===== config.mk =====
export PLATFORM = sky130hd
export DESIGN_NAME = prs_switchover_top
export DESIGN_NICKNAME = d
export VERILOG_FILES = /design/src/prs_pkg.sv /design/src/prs_mon_if.sv /design/src/prs_ref_monitor.sv /design/src/prs_switchover_top.sv
export VERILOG_INCLUDE_DIRS = /design/src
export SDC_FILE = /design/constraint.sdc
export NUM_CORES = 1
export LEC_CHECK = 0
export ABC_AREA = 1
export BUFFER_PORTS_ARGS = -buffer_cell sky130_fd_sc_hd__buf_2
export CORE_ASPECT_RATIO = 1.4
export CORE_UTILIZATION = 45
export DETAILED_ROUTE_END_ITERATION = 7
export GPL_ROUTABILITY_DRIVEN = 0
export PLACE_DENSITY = 0.71
export SYNTH_ARGS = -nofsm -noshare
export SYNTH_HDL_FRONTEND = slang
export SYNTH_SLANG_ARGS = --single-unit

===== constraint.sdc =====
create_clock -name clk -period 6.8 [get_ports clk]
set_clock_uncertainty 0.15 [all_clocks]
set_input_delay 0.34 -clock clk [delete_from_list [all_inputs] [get_ports clk]]
set_output_delay 0.34 -clock clk [all_outputs]
set_load 0.005 [all_outputs]

===== src/prs_map.svh =====
// register map, field layout and timing constants of the switchover block
// Function
// - lost active input switches to backup automatically
// - export two loss flags and selected-input flag
// - loss flag rises when input stops toggling
// - loss flags invalid beyond twenty percent spread
// - selected flag always shows input feeding pll
// - automatic switching repeats back and forth unlimited
// - both inputs dead means no switchover starts
// - primary low two cycles raises flag, switches
// - gate on old fall, select on new fall
// - override switch toggles selected flag, no loss
// - request acts on falling edge only
// - switch completes only when target input present
// - manual mode request decides, primary by default
// - request low three target cycles before switching
// - delay cycles add to the three-cycle low time
// - override request low blocks automatic switching
`ifndef PRS_MAP_SVH
`define PRS_MAP_SVH
`define PRS_CLK_PERIOD_NS 100
`define PRS_OFF_CTRL 12'h000
`define PRS_OFF_STATUS 12'h004
`define PRS_OFF_COUNT 12'h008
`define PRS_CTRL_MODE_LSB 0
`define PRS_CTRL_MODE_W 2
`define PRS_CTRL_DELAY_LSB 4
`define PRS_CTRL_DELAY_W 8
`define PRS_CTRL_MODE_RST 2'h0
`define PRS_CTRL_DELAY_RST 8'h00
`define PRS_STS_PLOSS 0
`define PRS_STS_BLOSS 1
`define PRS_STS_ACTIVE 2
`define PRS_STS_BUSY 3
`define PRS_REQ_LOW_MIN 3
`define PRS_LOSS_EDGES 2
`endif


===== src/prs_pkg.sv =====
// types shared by the switchover block
package prs_pkg;
  // operating modes held in the control register
  typedef enum logic [1:0] {
    PRS_MODE_AUTO = 2'h0,
    PRS_MODE_OVRD = 2'h1,
    PRS_MODE_MAN = 2'h2
  } prs_mode_t;
  // switch sequencer states, one-hot
  typedef enum logic [2:0] {
    PRS_ST_RUN = 3'h1,
    PRS_ST_GATE = 3'h2,
    PRS_ST_WAIT = 3'h4
  } prs_state_t;
endpackage : prs_pkg


===== src/prs_mon_if.sv =====
// signals between the sequencer and one reference monitor
interface prs_mon_if #(
  parameter int CNT_W = 9
);
  logic req_low; // synchronised switch request is low
  logic loss; // reference stopped toggling
  logic fall; // one-cycle pulse on a falling edge
  logic [CNT_W-1:0] low_cnt; // own rising edges while request low
  modport mon (input req_low, output loss, output fall, output low_cnt);
  modport ctl (output req_low, input loss, input fall, input low_cnt);
endinterface : prs_mon_if


===== src/prs_ref_monitor.sv =====
// edge, loss and request low-time monitor for one reference input
`include "prs_map.svh"
module prs_ref_monitor #(
  parameter int LOSS_EDGES = `PRS_LOSS_EDGES,
  parameter int CNT_W = 9
) (
  input wire logic clk,
  input wire logic rst_b,
  input wire logic clk_en,
  input wire logic own_clk,
  input wire logic other_clk,
  prs_mon_if.mon mon
);
  localparam int MW = $clog2(LOSS_EDGES + 1);
  localparam logic [MW-1:0] MISS_MAX = MW'(LOSS_EDGES);

  logic own_q_reg; // last sampled own level
  logic other_q_reg; // last sampled other level
  logic [MW-1:0] miss_reg; // other edges seen since own last moved
  logic own_tog; // own level changed this cycle
  logic own_rise; // own rising edge
  logic other_rise; // other rising edge

  assign own_tog = own_clk ^ own_q_reg;
  assign own_rise = own_clk & ~own_q_reg;
  assign other_rise = other_clk & ~other_q_reg;
  assign mon.fall = own_q_reg & ~own_clk;

  // level history for edge detection
  always_ff @(posedge clk or negedge rst_b) begin
    if (!rst_b) begin
      own_q_reg <= 1'b0;
      other_q_reg <= 1'b0;
    end else if (clk_en) begin
      own_q_reg <= own_clk;
      other_q_reg <= other_clk;
    end
  end

  // loss is judged against the other input, so a stuck level is seen
  // count missing edges
  always_ff @(posedge clk or negedge rst_b) begin
    if (!rst_b) begin
      miss_reg <= '0;
    end else if (clk_en) begin
      if (own_tog) begin
        miss_reg <= '0;
      end else if (other_rise && miss_reg != MISS_MAX) begin
        miss_reg <= miss_reg + MW'(1);
      end
    end
  end

  always_ff @(posedge clk or negedge rst_b) begin
    if (!rst_b) begin
      mon.loss <= 1'b0;
    end else if (clk_en) begin
      if (own_tog) begin
        mon.loss <= 1'b0; // toggling again clears it
      end else if (other_rise && miss_reg == MISS_MAX - MW'(1)) begin
        mon.loss <= 1'b1;
      end
    end
  end

  // low time is measured in this input's own cycles
  // count target cycles
  always_ff @(posedge clk or negedge rst_b) begin
    if (!rst_b) begin
      mon.low_cnt <= '0;
    end else if (clk_en) begin
      if (!mon.req_low) begin
        mon.low_cnt <= '0;
      end else if (own_rise && ~&mon.low_cnt) begin
        mon.low_cnt <= mon.low_cnt + CNT_W'(1);
      end
    end
  end
endmodule : prs_ref_monitor


===== src/prs_switchover_top.sv =====
// reference-clock switchover sequencer with apb control and status
`include "prs_map.svh"
module prs_switchover_top #(
  parameter int ADDR_W = 12,
  parameter int DELAY_W = `PRS_CTRL_DELAY_W,
  parameter int CNT_W = 9,
  parameter int SWC_W = 16,
  parameter int LOSS_EDGES = `PRS_LOSS_EDGES
) (
  input wire logic clk,
  input wire logic rst_b,
  input wire logic clk_en,
  input wire logic psel,
  input wire logic penable,
  input wire logic pwrite,
  input wire logic [ADDR_W-1:0] paddr,
  input wire logic [31:0] pwdata,
  output logic [31:0] prdata,
  output logic pready,
  output logic pslverr,
  input wire logic ref_clock_primary,
  input wire logic ref_clock_backup,
  input wire logic switch_req_b,
  output logic ref_clock_out,
  output logic primary_loss_flag,
  output logic backup_loss_flag,
  output logic active_select,
  output logic switch_busy
);
  // apb slave state
  logic [31:0] prdata_reg; // read data captured for the answer
  logic pready_reg; // one wait state, then ready
  logic pslverr_reg; // unmapped address answer
  logic [31:0] rd_data; // decoded read value
  logic rd_hit; // address maps to a register
  logic wr_commit; // write takes effect this edge

  // control and count registers
  logic [1:0] mode_reg; // operating mode
  logic [DELAY_W-1:0] delay_reg; // extra request low cycles
  logic [SWC_W-1:0] swcount_reg; // completed switchovers

  // request synchroniser and arming
  logic req_sync1_reg; // first stage, read only by second
  logic req_sync2_reg; // synchronised request level
  logic req_low; // request asserted
  logic armed_reg; // request seen high since last use

  // sequencer
  prs_pkg::prs_state_t state_reg;
  prs_pkg::prs_state_t state_next;
  logic active_reg; // 0 primary, 1 backup
  logic active_next;
  logic gated_reg; // mux output held low
  logic gated_next;
  logic out_reg; // mux output flop
  logic ploss_reg; // primary loss flag output flop
  logic bloss_reg; // backup loss flag output flop
  logic act_out_reg; // selected-input output flop
  logic busy_reg; // switch in progress output flop

  // decoded conditions
  logic is_auto; // mode automatic
  logic is_ovrd; // mode automatic with override
  logic is_man; // mode manual (illegal code too)
  logic cur_loss; // active input lost
  logic tgt_loss; // other input lost
  logic old_fall; // active input falling edge
  logic new_fall; // other input falling edge
  logic [CNT_W-1:0] tgt_cnt; // target low-time count
  logic [CNT_W-1:0] need; // required low-time count
  logic req_trig; // request-driven start
  logic auto_trig; // loss-driven start
  logic start; // sequencer leaves run

  prs_mon_if #(.CNT_W(CNT_W)) mon_p ();
  prs_mon_if #(.CNT_W(CNT_W)) mon_b ();

  // one monitor per reference, each judged against the other
  prs_ref_monitor #(.LOSS_EDGES(LOSS_EDGES), .CNT_W(CNT_W)) u_mon_p (
    .clk(clk),
    .rst_b(rst_b),
    .clk_en(clk_en),
    .own_clk(ref_clock_primary),
    .other_clk(ref_clock_backup),
    .mon(mon_p.mon)
  );
  prs_ref_monitor #(.LOSS_EDGES(LOSS_EDGES), .CNT_W(CNT_W)) u_mon_b (
    .clk(clk),
    .rst_b(rst_b),
    .clk_en(clk_en),
    .own_clk(ref_clock_backup),
    .other_clk(ref_clock_primary),
    .mon(mon_b.mon)
  );

  assign prdata = prdata_reg;
  assign pready = pready_reg;
  assign pslverr = pslverr_reg;
  assign ref_clock_out = out_reg;
  assign primary_loss_flag = ploss_reg;
  assign backup_loss_flag = bloss_reg;
  assign active_select = act_out_reg;
  assign switch_busy = busy_reg;

  // request is external and slow; two flops before anything reads it
  // synchronise the request
  always_ff @(posedge clk or negedge rst_b) begin
    if (!rst_b) begin
      req_sync1_reg <= 1'b1;
      req_sync2_reg <= 1'b1;
    end else if (clk_en) begin
      req_sync1_reg <= switch_req_b;
      req_sync2_reg <= req_sync1_reg;
    end
  end

  assign req_low = ~req_sync2_reg;
  assign mon_p.req_low = req_low;
  assign mon_b.req_low = req_low;

  // mode decode; code 3 behaves as manual
  assign is_auto = (mode_reg == prs_pkg::PRS_MODE_AUTO);
  assign is_ovrd = (mode_reg == prs_pkg::PRS_MODE_OVRD);
  assign is_man = !is_auto && !is_ovrd;

  // views relative to the input in use
  assign cur_loss = active_reg ? mon_b.loss : mon_p.loss;
  assign tgt_loss = active_reg ? mon_p.loss : mon_b.loss;
  assign old_fall = active_reg ? mon_b.fall : mon_p.fall;
  assign new_fall = active_reg ? mon_p.fall : mon_b.fall;
  assign tgt_cnt = active_reg ? mon_p.low_cnt : mon_b.low_cnt;

  assign need = CNT_W'(`PRS_REQ_LOW_MIN) + CNT_W'(delay_reg);

  // only a fresh falling edge arms a switch; holding low does nothing more
  // act on falling edge
  always_ff @(posedge clk or negedge rst_b) begin
    if (!rst_b) begin
      armed_reg <= 1'b0;
    end else if (clk_en) begin
      if (!req_low) begin
        armed_reg <= 1'b1;
      end else if (start && req_trig) begin
        armed_reg <= 1'b0; // used up until request returns high
      end
    end
  end

  assign req_trig = !is_auto && armed_reg && req_low && tgt_cnt >= need;

  assign auto_trig = (is_auto || (is_ovrd && !req_low)) && cur_loss && !tgt_loss;

  assign start = (state_reg == prs_pkg::PRS_ST_RUN) && (req_trig || auto_trig);

  // switch sequencer: gate on the old input, release on the new one
  always_comb begin
    state_next = state_reg;
    gated_next = gated_reg;
    active_next = active_reg;
    unique case (state_reg)
      prs_pkg::PRS_ST_RUN: begin
        if (start) begin
          state_next = prs_pkg::PRS_ST_GATE;
        end
      end
      prs_pkg::PRS_ST_GATE: begin
        // a dead old input never falls again, so its loss gates too
        // gate on old fall
        if (old_fall || cur_loss) begin
          gated_next = 1'b1;
          state_next = prs_pkg::PRS_ST_WAIT;
        end
      end
      prs_pkg::PRS_ST_WAIT: begin
        if (new_fall) begin
          gated_next = 1'b0;
          active_next = ~active_reg;
          state_next = prs_pkg::PRS_ST_RUN;
        end
      end
      default: begin
        state_next = prs_pkg::PRS_ST_RUN; // illegal code recovers
      end
    endcase
  end

  // sequencer registers; primary is selected out of reset
  always_ff @(posedge clk or negedge rst_b) begin
    if (!rst_b) begin
      state_reg <= prs_pkg::PRS_ST_RUN;
      gated_reg <= 1'b0;
      active_reg <= 1'b0;
    end else if (clk_en) begin
      state_reg <= state_next;
      gated_reg <= gated_next;
      active_reg <= active_next;
    end
  end

  // mux output; the output is low at the gate and release points
  // glitch-free mux output
  always_ff @(posedge clk or negedge rst_b) begin
    if (!rst_b) begin
      out_reg <= 1'b0;
    end else if (clk_en) begin
      out_reg <= !gated_next && (active_next ? ref_clock_backup : ref_clock_primary);
    end
  end

  // loss flags are meaningless when the inputs differ widely
  // export status flags
  always_ff @(posedge clk or negedge rst_b) begin
    if (!rst_b) begin
      ploss_reg <= 1'b0;
      bloss_reg <= 1'b0;
    end else if (clk_en) begin
      ploss_reg <= mon_p.loss;
      bloss_reg <= mon_b.loss;
    end
  end

  always_ff @(posedge clk or negedge rst_b) begin
    if (!rst_b) begin
      act_out_reg <= 1'b0;
      busy_reg <= 1'b0;
    end else if (clk_en) begin
      act_out_reg <= active_next;
      busy_reg <= (state_next != prs_pkg::PRS_ST_RUN);
    end
  end

  // switchover counter, wraps
  always_ff @(posedge clk or negedge rst_b) begin
    if (!rst_b) begin
      swcount_reg <= '0;
    end else if (clk_en) begin
      if (state_reg == prs_pkg::PRS_ST_WAIT && new_fall) begin
        swcount_reg <= swcount_reg + SWC_W'(1);
      end
    end
  end

  // read decode
  always_comb begin
    rd_hit = 1'b1;
    rd_data = 32'h0000_0000;
    case (paddr)
      ADDR_W'(`PRS_OFF_CTRL): begin
        rd_data[`PRS_CTRL_MODE_LSB +: `PRS_CTRL_MODE_W] = mode_reg;
        rd_data[`PRS_CTRL_DELAY_LSB +: DELAY_W] = delay_reg;
      end
      ADDR_W'(`PRS_OFF_STATUS): begin
        rd_data[`PRS_STS_PLOSS] = ploss_reg;
        rd_data[`PRS_STS_BLOSS] = bloss_reg;
        rd_data[`PRS_STS_ACTIVE] = act_out_reg;
        rd_data[`PRS_STS_BUSY] = busy_reg;
      end
      ADDR_W'(`PRS_OFF_COUNT): begin
        rd_data[SWC_W-1:0] = swcount_reg;
      end
      default: begin
        rd_hit = 1'b0; // unmapped answers with an error
      end
    endcase
  end

  // one wait state keeps read data a plain flop
  always_ff @(posedge clk or negedge rst_b) begin
    if (!rst_b) begin
      pready_reg <= 1'b0;
      prdata_reg <= 32'h0000_0000;
      pslverr_reg <= 1'b0;
    end else if (clk_en) begin
      if (psel && penable && !pready_reg) begin
        pready_reg <= 1'b1;
        prdata_reg <= pwrite ? 32'h0000_0000 : rd_data;
        pslverr_reg <= !rd_hit;
      end else begin
        pready_reg <= 1'b0;
        pslverr_reg <= 1'b0;
      end
    end
  end

  // write lands on the completing edge only
  assign wr_commit = psel && penable && pready_reg && pwrite;

  // control register writes; status and count are read-only
  always_ff @(posedge clk or negedge rst_b) begin
    if (!rst_b) begin
      mode_reg <= `PRS_CTRL_MODE_RST;
      delay_reg <= DELAY_W'(`PRS_CTRL_DELAY_RST);
    end else if (clk_en) begin
      if (wr_commit && paddr == ADDR_W'(`PRS_OFF_CTRL)) begin
        mode_reg <= pwdata[`PRS_CTRL_MODE_LSB +: `PRS_CTRL_MODE_W];
        delay_reg <= pwdata[`PRS_CTRL_DELAY_LSB +: DELAY_W];
      end
    end
  end
endmodule : prs_switchover_top


==> impl_results.md, run 1 <==
* Clock root cell: clkbuf_16
* Cells after Synth at 556
* Storage cell area at 0.002056 mm^2
* Cts hold-fix bufs at 0
* Worst-case clock buffer depth at 2
* Final setup violating endpoints at 0
* Count leader, synth: nand2_1
* WL final at 10.06 mm
* Ranking of synthesized cells by area: dfrtp_1, nand2_1, ha_1
* Final hold vios at 0
* Crit path max fanout at 5
* Clock transition at path regs at 0.06 ns
* Vias/cell at 5.075
* Fill count at 954
* Final HPWL DP at 7.513 mm
* GRT overflow at 0
* Final TNS setup at 0 ns
* Routed Antenna Nets at 0
* Critical path endpoint category: flop
* Max incr delay on CP at 0.36 ns
* Unrepaired setup endpoints after global routing: no
* Final worst slack at 3.918 ns
* Max frequency at 347.0 MHz
* Max-slew violations at 0
* Worst EP arrival at 2.94 ns
* Status: finished, final reports clean
* Vias in the first global route at 3712
* Area Growth Syn to Fin at 13.44%
* Postcts setup bufs at 0
* Syn avg cell area at 8.371 um^2
* Critical path class: flop to flop
* Pleak at 2.726 nW
* First-pass GRT wire length at 16.68 mm
* Mapped cell area at 0.004654 mm^2
* Area of the multi-input gates at 0.002201 mm^2
* Crit-path most repeated cell: nand2_1
* Worst Path Required at 6.85 ns
* Area after DPL at 0.004974 mm^2
* Met3 WL at 297 um
* Core area at 0.01001 mm^2
* Sequential fraction of the synthesis area at 0.4417
* Critical path's slowest cell: nor3_1
* EDFF count, synth at 0
* Commonest cells post-synth: nand2_1, dfrtp_1, inv_1
* Yosys top cell by area: dfrtp_1
* CP Launch Type: flop
* Layout cells sized above 1 at 0.1675
* Tmin final at 2.882 ns
* Synth Flop Type: dfrtp_1
* Worst-Skew Late Latency at 0.34 ns
* Synth Register Bits at 82
* Die width at 87.96 um
* Metal2 WL at 5.344 mm
* Starting Density at 0.4651
* Post-synth cell types at 44
* Initial antenna violation count at 0
* Pwr Density at 243.5 mW/mm^2
* CTS H-tree lvls at 3
* First-pass detailed-route iteration total at 4
* I/O Pins at 92
* WL per Instance at 13.41 um
* Die H at 122.3 um
* Max Used Layer: met4
* GRT Util Overall at 0.2030
* Slew HR at 0.3086
* Hold/Removal Path Class: input port to async pin
* # diodes at 0
* DR vias at 3806
* Full die area at 0.01076 mm^2
* CTS tree: built
* Initial DRC Count at 205
* Largest net degree at the start of global routing at 83
* Final period utilization at 0.4239
* Maxcap violations at 0
* Synth warn at 0
* I/O Buffers at 53
* FP Rows at 43
* Max VDD drop at 0.1301 mV
* Design Area, Final at 0.005280 mm^2
* Slew @ Worst Pin at 1.037 ns
* DP Worst Slack at 3.997 ns
* Critical path cell sequence: inv_1 -> ha_1 -> nor3_1 -> nand3_1 -> nor2_1 -> nand2_1 -> ha_1 -> nand2_1 -> inv_1 -> a21oi_1 -> nand4_1 -> nand2_1 -> nand3_1 -> nand2_1 -> o21ai_0
* Cts repair resizes at 0
* DRC errors left at 0
* Top cell type's share of synthesized area at 0.4247
* CTS buffer count at 9
* Nets at 686
* M1 WL at 4.229 mm
* Ys async rst share at 1.000
* CTS Sinks at 82
-- critical path: cells and delay by family (launching register included) --
kind            cells  cell delay, ns
simple gates        9            1.31
flops               1            0.32
buf+inv             2            0.13
fa+ha+maj           2            0.57
compound gates      2            0.26
-- path summary, 6_finish.rpt --
kind / startpoint / end / slack, ns / cells after the start
worst max-delay path: delay_reg[0]$_DFFE_PN0P_ / switch_busy$_DFFE_PN0P_ / 3.92 / 15
worst min-delay path: rst_b / swcount_reg[13]$_DFFE_PN0P_ / 0.03 / 1
worst max register to register: delay_reg[0]$_DFFE_PN0P_ / switch_busy$_DFFE_PN0P_ / 3.92 / 15
worst min register to register: req_sync1_reg$_DFFE_PN1P_ / req_sync1_reg$_DFFE_PN1P_ / 0.32 / 2
max in group asynchronous: rst_b / pslverr$_DFFE_PN0P_ / 5.80 / 1
min in group clk: switch_req_b / req_sync1_reg$_DFFE_PN1P_ / 0.05 / 3
-- final cells by class --
cell class / instances / share of cell area
multi-input cells: 390 / 0.4168
flip-flops and latches: 82 / 0.3893
inverters: 74 / 0.05308
repair buffers: 53 / 0.05071
clock buffers: 12 / 0.04858
well taps: 135 / 0.03199
clock inverters: 4 / 0.009479
-- cell families (layout without fill, tap and decap cells) --
logic type | after synthesis | count (layout) | share of synthesized area
AOI/OAI and AO/OA | 91 | 91 | 0.1159
and+or+nand+nor | 237 | 237 | 0.2363
adders and majority gates | 23 | 23 | 0.06183
muxes | 2 | 2 | 0.006452
other | 1 | 16 | 0.0008057
DFF | 82 | 82 | 0.4417
buffers and inverters | 99 | 143 | 0.09758
xor gates and xnor gates | 21 | 21 | 0.03952
-- per-layer routing --
| layer | global-route usage | up-vias |
|---|---|---|
| met3 | 0.04573 | 13 |
| li1 | - | 1902 |
| met4 | 0.08607 | 0 |
| met2 | 0.3590 | 81 |
| met1 | 0.2318 | 1810 |
| met5 | 0 | - |
-- layout by cell type, fill, tap and decap left out, types with 3 or more instances in the layout --
cell,instances
nand2_1,113
dfrtp_1,79
inv_1,71
buf_2,52
o21ai_0,41
nor2_1,40
nand3_1,34
a21oi_1,27
ha_1,23
xor2_1,20
conb_1,16
nor3_1,13
clkbuf_16,9
nor2_2,8
nand4_1,7
nand2_2,6
o211ai_1,6
nand2_4,3
nor3_2,3
o221ai_1,3
dfstp_2,3
-- per-stage QoR --
stage | utilization | total power [mW] | hold slack [ns] | cells
after floorplan | - | 0.7303 | -0.1056 | 571
after global placement | 0.4970 | 0.7836 | 0.3034 | 734
after detailed placement | 0.4970 | 0.7965 | 0.3080 | 734
after CTS | 0.5276 | 1.297 | 0.04541 | 750
after global routing | 0.5276 | 1.356 | 0.04382 | 750
final | 0.5276 | 1.286 | 0.03128 | 750
-- where the power goes --
group / switching, mW / internal (mW) / leakage [nW]
Clock: 0.194 / 0.304 / 0.145
Combinational: 0.132 / 0.0751 / 1.55
Sequential: 0.0434 / 0.538 / 1.03
No activity file was read; power rests on OpenSTA's default activity.
==> run 2: changes to the inputs <==
PLACE_DENSITY = 0.74   (was 0.71)
clock period = 2.3 ns   (was 6.8 ns; I/O delays follow)
==> impl_results.md, run 2 (same netlist as run 1, synthesis figures left out) <==
* CTS H-tree lvls at 3
* Vias in the first global route at 4032
* GRT overflow at 0
* Critical path cell sequence: inv_2 -> ha_4 -> nor3_4 -> nand3_2 -> nor2_2 -> nand2_2 -> ha_4 -> nand2_1 -> nor2_2 -> nand3_1 -> nand4_1 -> nand2_2 -> nand2_1 -> nand2_1 -> nand2_1 -> nand2_1 -> nand2_1
* Critical path class: flop to flop
* Final worst slack at -0.1332 ns
* Full die area at 0.01076 mm^2
* GRT Util Overall at 0.2187
* Final period utilization at 1.058
* DRC errors left at 0
* # diodes at 0
* FP Rows at 43
* Worst-Skew Late Latency at 0.34 ns
* Total power at 3.874 mW
* Area after DPL at 0.005104 mm^2
* Max frequency at 411.0 MHz
* Initial DRC Count at 189
* Max VDD drop at 0.3786 mV
* Hold Path Origin: pwrite
* Fill count at 888
* Final setup violating endpoints at 4
* CP Launch Type: flop
* Final HPWL DP at 8.005 mm
* Max-slew violations at 0
* DR vias at 3974
* Maxcap violations at 0
* Max incr delay on CP at 0.36 ns
* Worst hold stages at 4
* Core area at 0.01001 mm^2
* I/O Pins at 92
* Crit Reg-Reg Endpoint: state_reg[1]$_DFFE_PN0P_
* CTS Sinks at 82
* Initial antenna violation count at 0
* Worst-case clock buffer depth at 2
* Routed Antenna Nets at 0
* CTS buffer count at 9
* Layout cells sized above 1 at 0.2148
* WL final at 10.92 mm
* Design Area, Final at 0.005680 mm^2
* Worst Path Required at 2.43 ns
* First-pass detailed-route iteration total at 4
* Starting Density at 0.4651
* Slew @ Worst Pin at 0.6220 ns
* Failing checks: negative setup slack
* WL per Instance at 13.96 um
* Pwr Density at 682.0 mW/mm^2
* Reg2Reg Launch Point: delay_reg[1]$_DFFE_PN0P_
* Status: finished, violations left
* WHS Endpoint: prdata[9]$_DFFE_PN0P_
* Slew HR at 0.5853
* Nets at 719
* I/O Buffers at 53
* Critical path endpoint category: flop
* Crit path max fanout at 4
* R2R setup slack at -0.13 ns
* Final hold vios at 0
* Die width at 87.96 um
* Tmin final at 2.433 ns
* Worst EP arrival at 2.56 ns
* Area Growth Syn to Fin at 22.04%
* Unrepaired setup endpoints after global routing: yes
* Hold/Removal Path Class: input port to flop
* Clock transition at path regs at 0.06 ns
* Largest net degree at the start of global routing at 47
* Clock root cell: clkbuf_16
* Most frequent cells in the layout: nand2_1, dfrtp_1, inv_1
* Worst reg2reg path depth at 17
* Die H at 122.3 um
* Crit-path most repeated cell: nand2_1
* Vias/cell at 5.082
* CTS tree: built
* Critical path's slowest cell: dfrtp_1
* Pleak at 2.895 nW
* Commonest non-fill, non-tap cell in the layout: nand2_1
* First-pass GRT wire length at 18.01 mm
run 2: cell types whose count changed in the layout (fill, tap and decap cells not counted), moves of 3 or more:
cell | previous run | this run
nand2_1 | 113 | 110
ha_1 | 23 | 19
buf_4 | 1 | 19
dlygate4sd3_1 | 0 | 14
nand2_2 | 6 | 9
ha_4 | 0 | 3
run 2: where the power goes:
group	total [mW]	internal [mW]	switching [mW]	leakage (nW)
logic	0.703	0.272	0.431	1.72
clock network	1.47	0.922	0.552	0.152
registers	1.70	1.59	0.106	1.03
total	3.87	2.78	1.09	2.89
run 2: how the worst max path moves through the flow:
stage / start / to / slack (ns) / depth (start not counted)
final: delay_reg[1]$_DFFE_PN0P_ / state_reg[1]$_DFFE_PN0P_ / -0.13 / 17
after global routing: delay_reg[1]$_DFFE_PN0P_ / state_reg[1]$_DFFE_PN0P_ / -0.29 / 18
after CTS: delay_reg[1]$_DFFE_PN0P_ / state_reg[1]$_DFFE_PN0P_ / -0.1 / 18
after detailed placement: delay_reg[1]$_DFFE_PN0P_ / switch_busy$_DFFE_PN0P_ / -0.23 / 16
after global placement: delay_reg[1]$_DFFE_PN0P_ / switch_busy$_DFFE_PN0P_ / -0.10 / 16
after floorplan: delay_reg[0]$_DFFE_PN0P_ / switch_busy$_DFFE_PN0P_ / 0.04 / 15
run 2: area by class of cell:
type | count | area, um^2 | share of cell area
Tap cell | 135 | 168.9 | 0.02974
Clock buffer | 13 | 270.3 | 0.04758
Multi-Input combinational cell | 390 | 2307 | 0.4062
Timing Repair Buffer | 86 | 563.0 | 0.09912
Clock inverter | 2 | 35.03 | 0.006167
Sequential cell | 82 | 2056 | 0.3619
Inverter | 74 | 280.3 | 0.04934
run 2: routing by layer:
metal	up-vias	wire length [um]	track usage
met4	0	286	0.1117
met1	1903	4310	0.2382
met3	24	303	0.03766
met2	85	6016	0.3987
li1	1962	-	-
met5	-	0	0
run 2: through the flow:
| stage | cells | hold slack [ns] | setup WS [ns] | utilization | setup TNS, ns |
|---|---|---|---|---|---|
| floorplan | 571 | -0.3306 | 0.03587 | - | 0 |
| global placement | 749 | 0.01197 | -0.1032 | 0.5100 | -0.3162 |
| detailed placement | 749 | 0.01566 | -0.2268 | 0.5100 | -0.8386 |
| CTS | 780 | 0.03220 | -0.09861 | 0.5608 | -0.3418 |
| global route | 782 | 0.07576 | -0.2885 | 0.5676 | -1.085 |
| finish | 782 | 0.03650 | -0.1332 | 0.5676 | -0.4713 |
run 2: repair_timing:
item | 4_1_cts | 5_1_grt
buffers inserted | 2 | 2
pin swaps | 7 | 7
gates resized for setup | 8 | 12
endpoints found under the setup margin | 4 | 9
endpoints found under the hold margin | 54 | 0
hold buffers | 14 | 0
run 2: critical path: cells and delay by family, from the launching register on:
family                     cells  cell delay, ns
DFF                            1            0.36
buffers and inverters          1            0.07
and+or+nand+nor               14            1.33
adders and majority gates      2            0.45
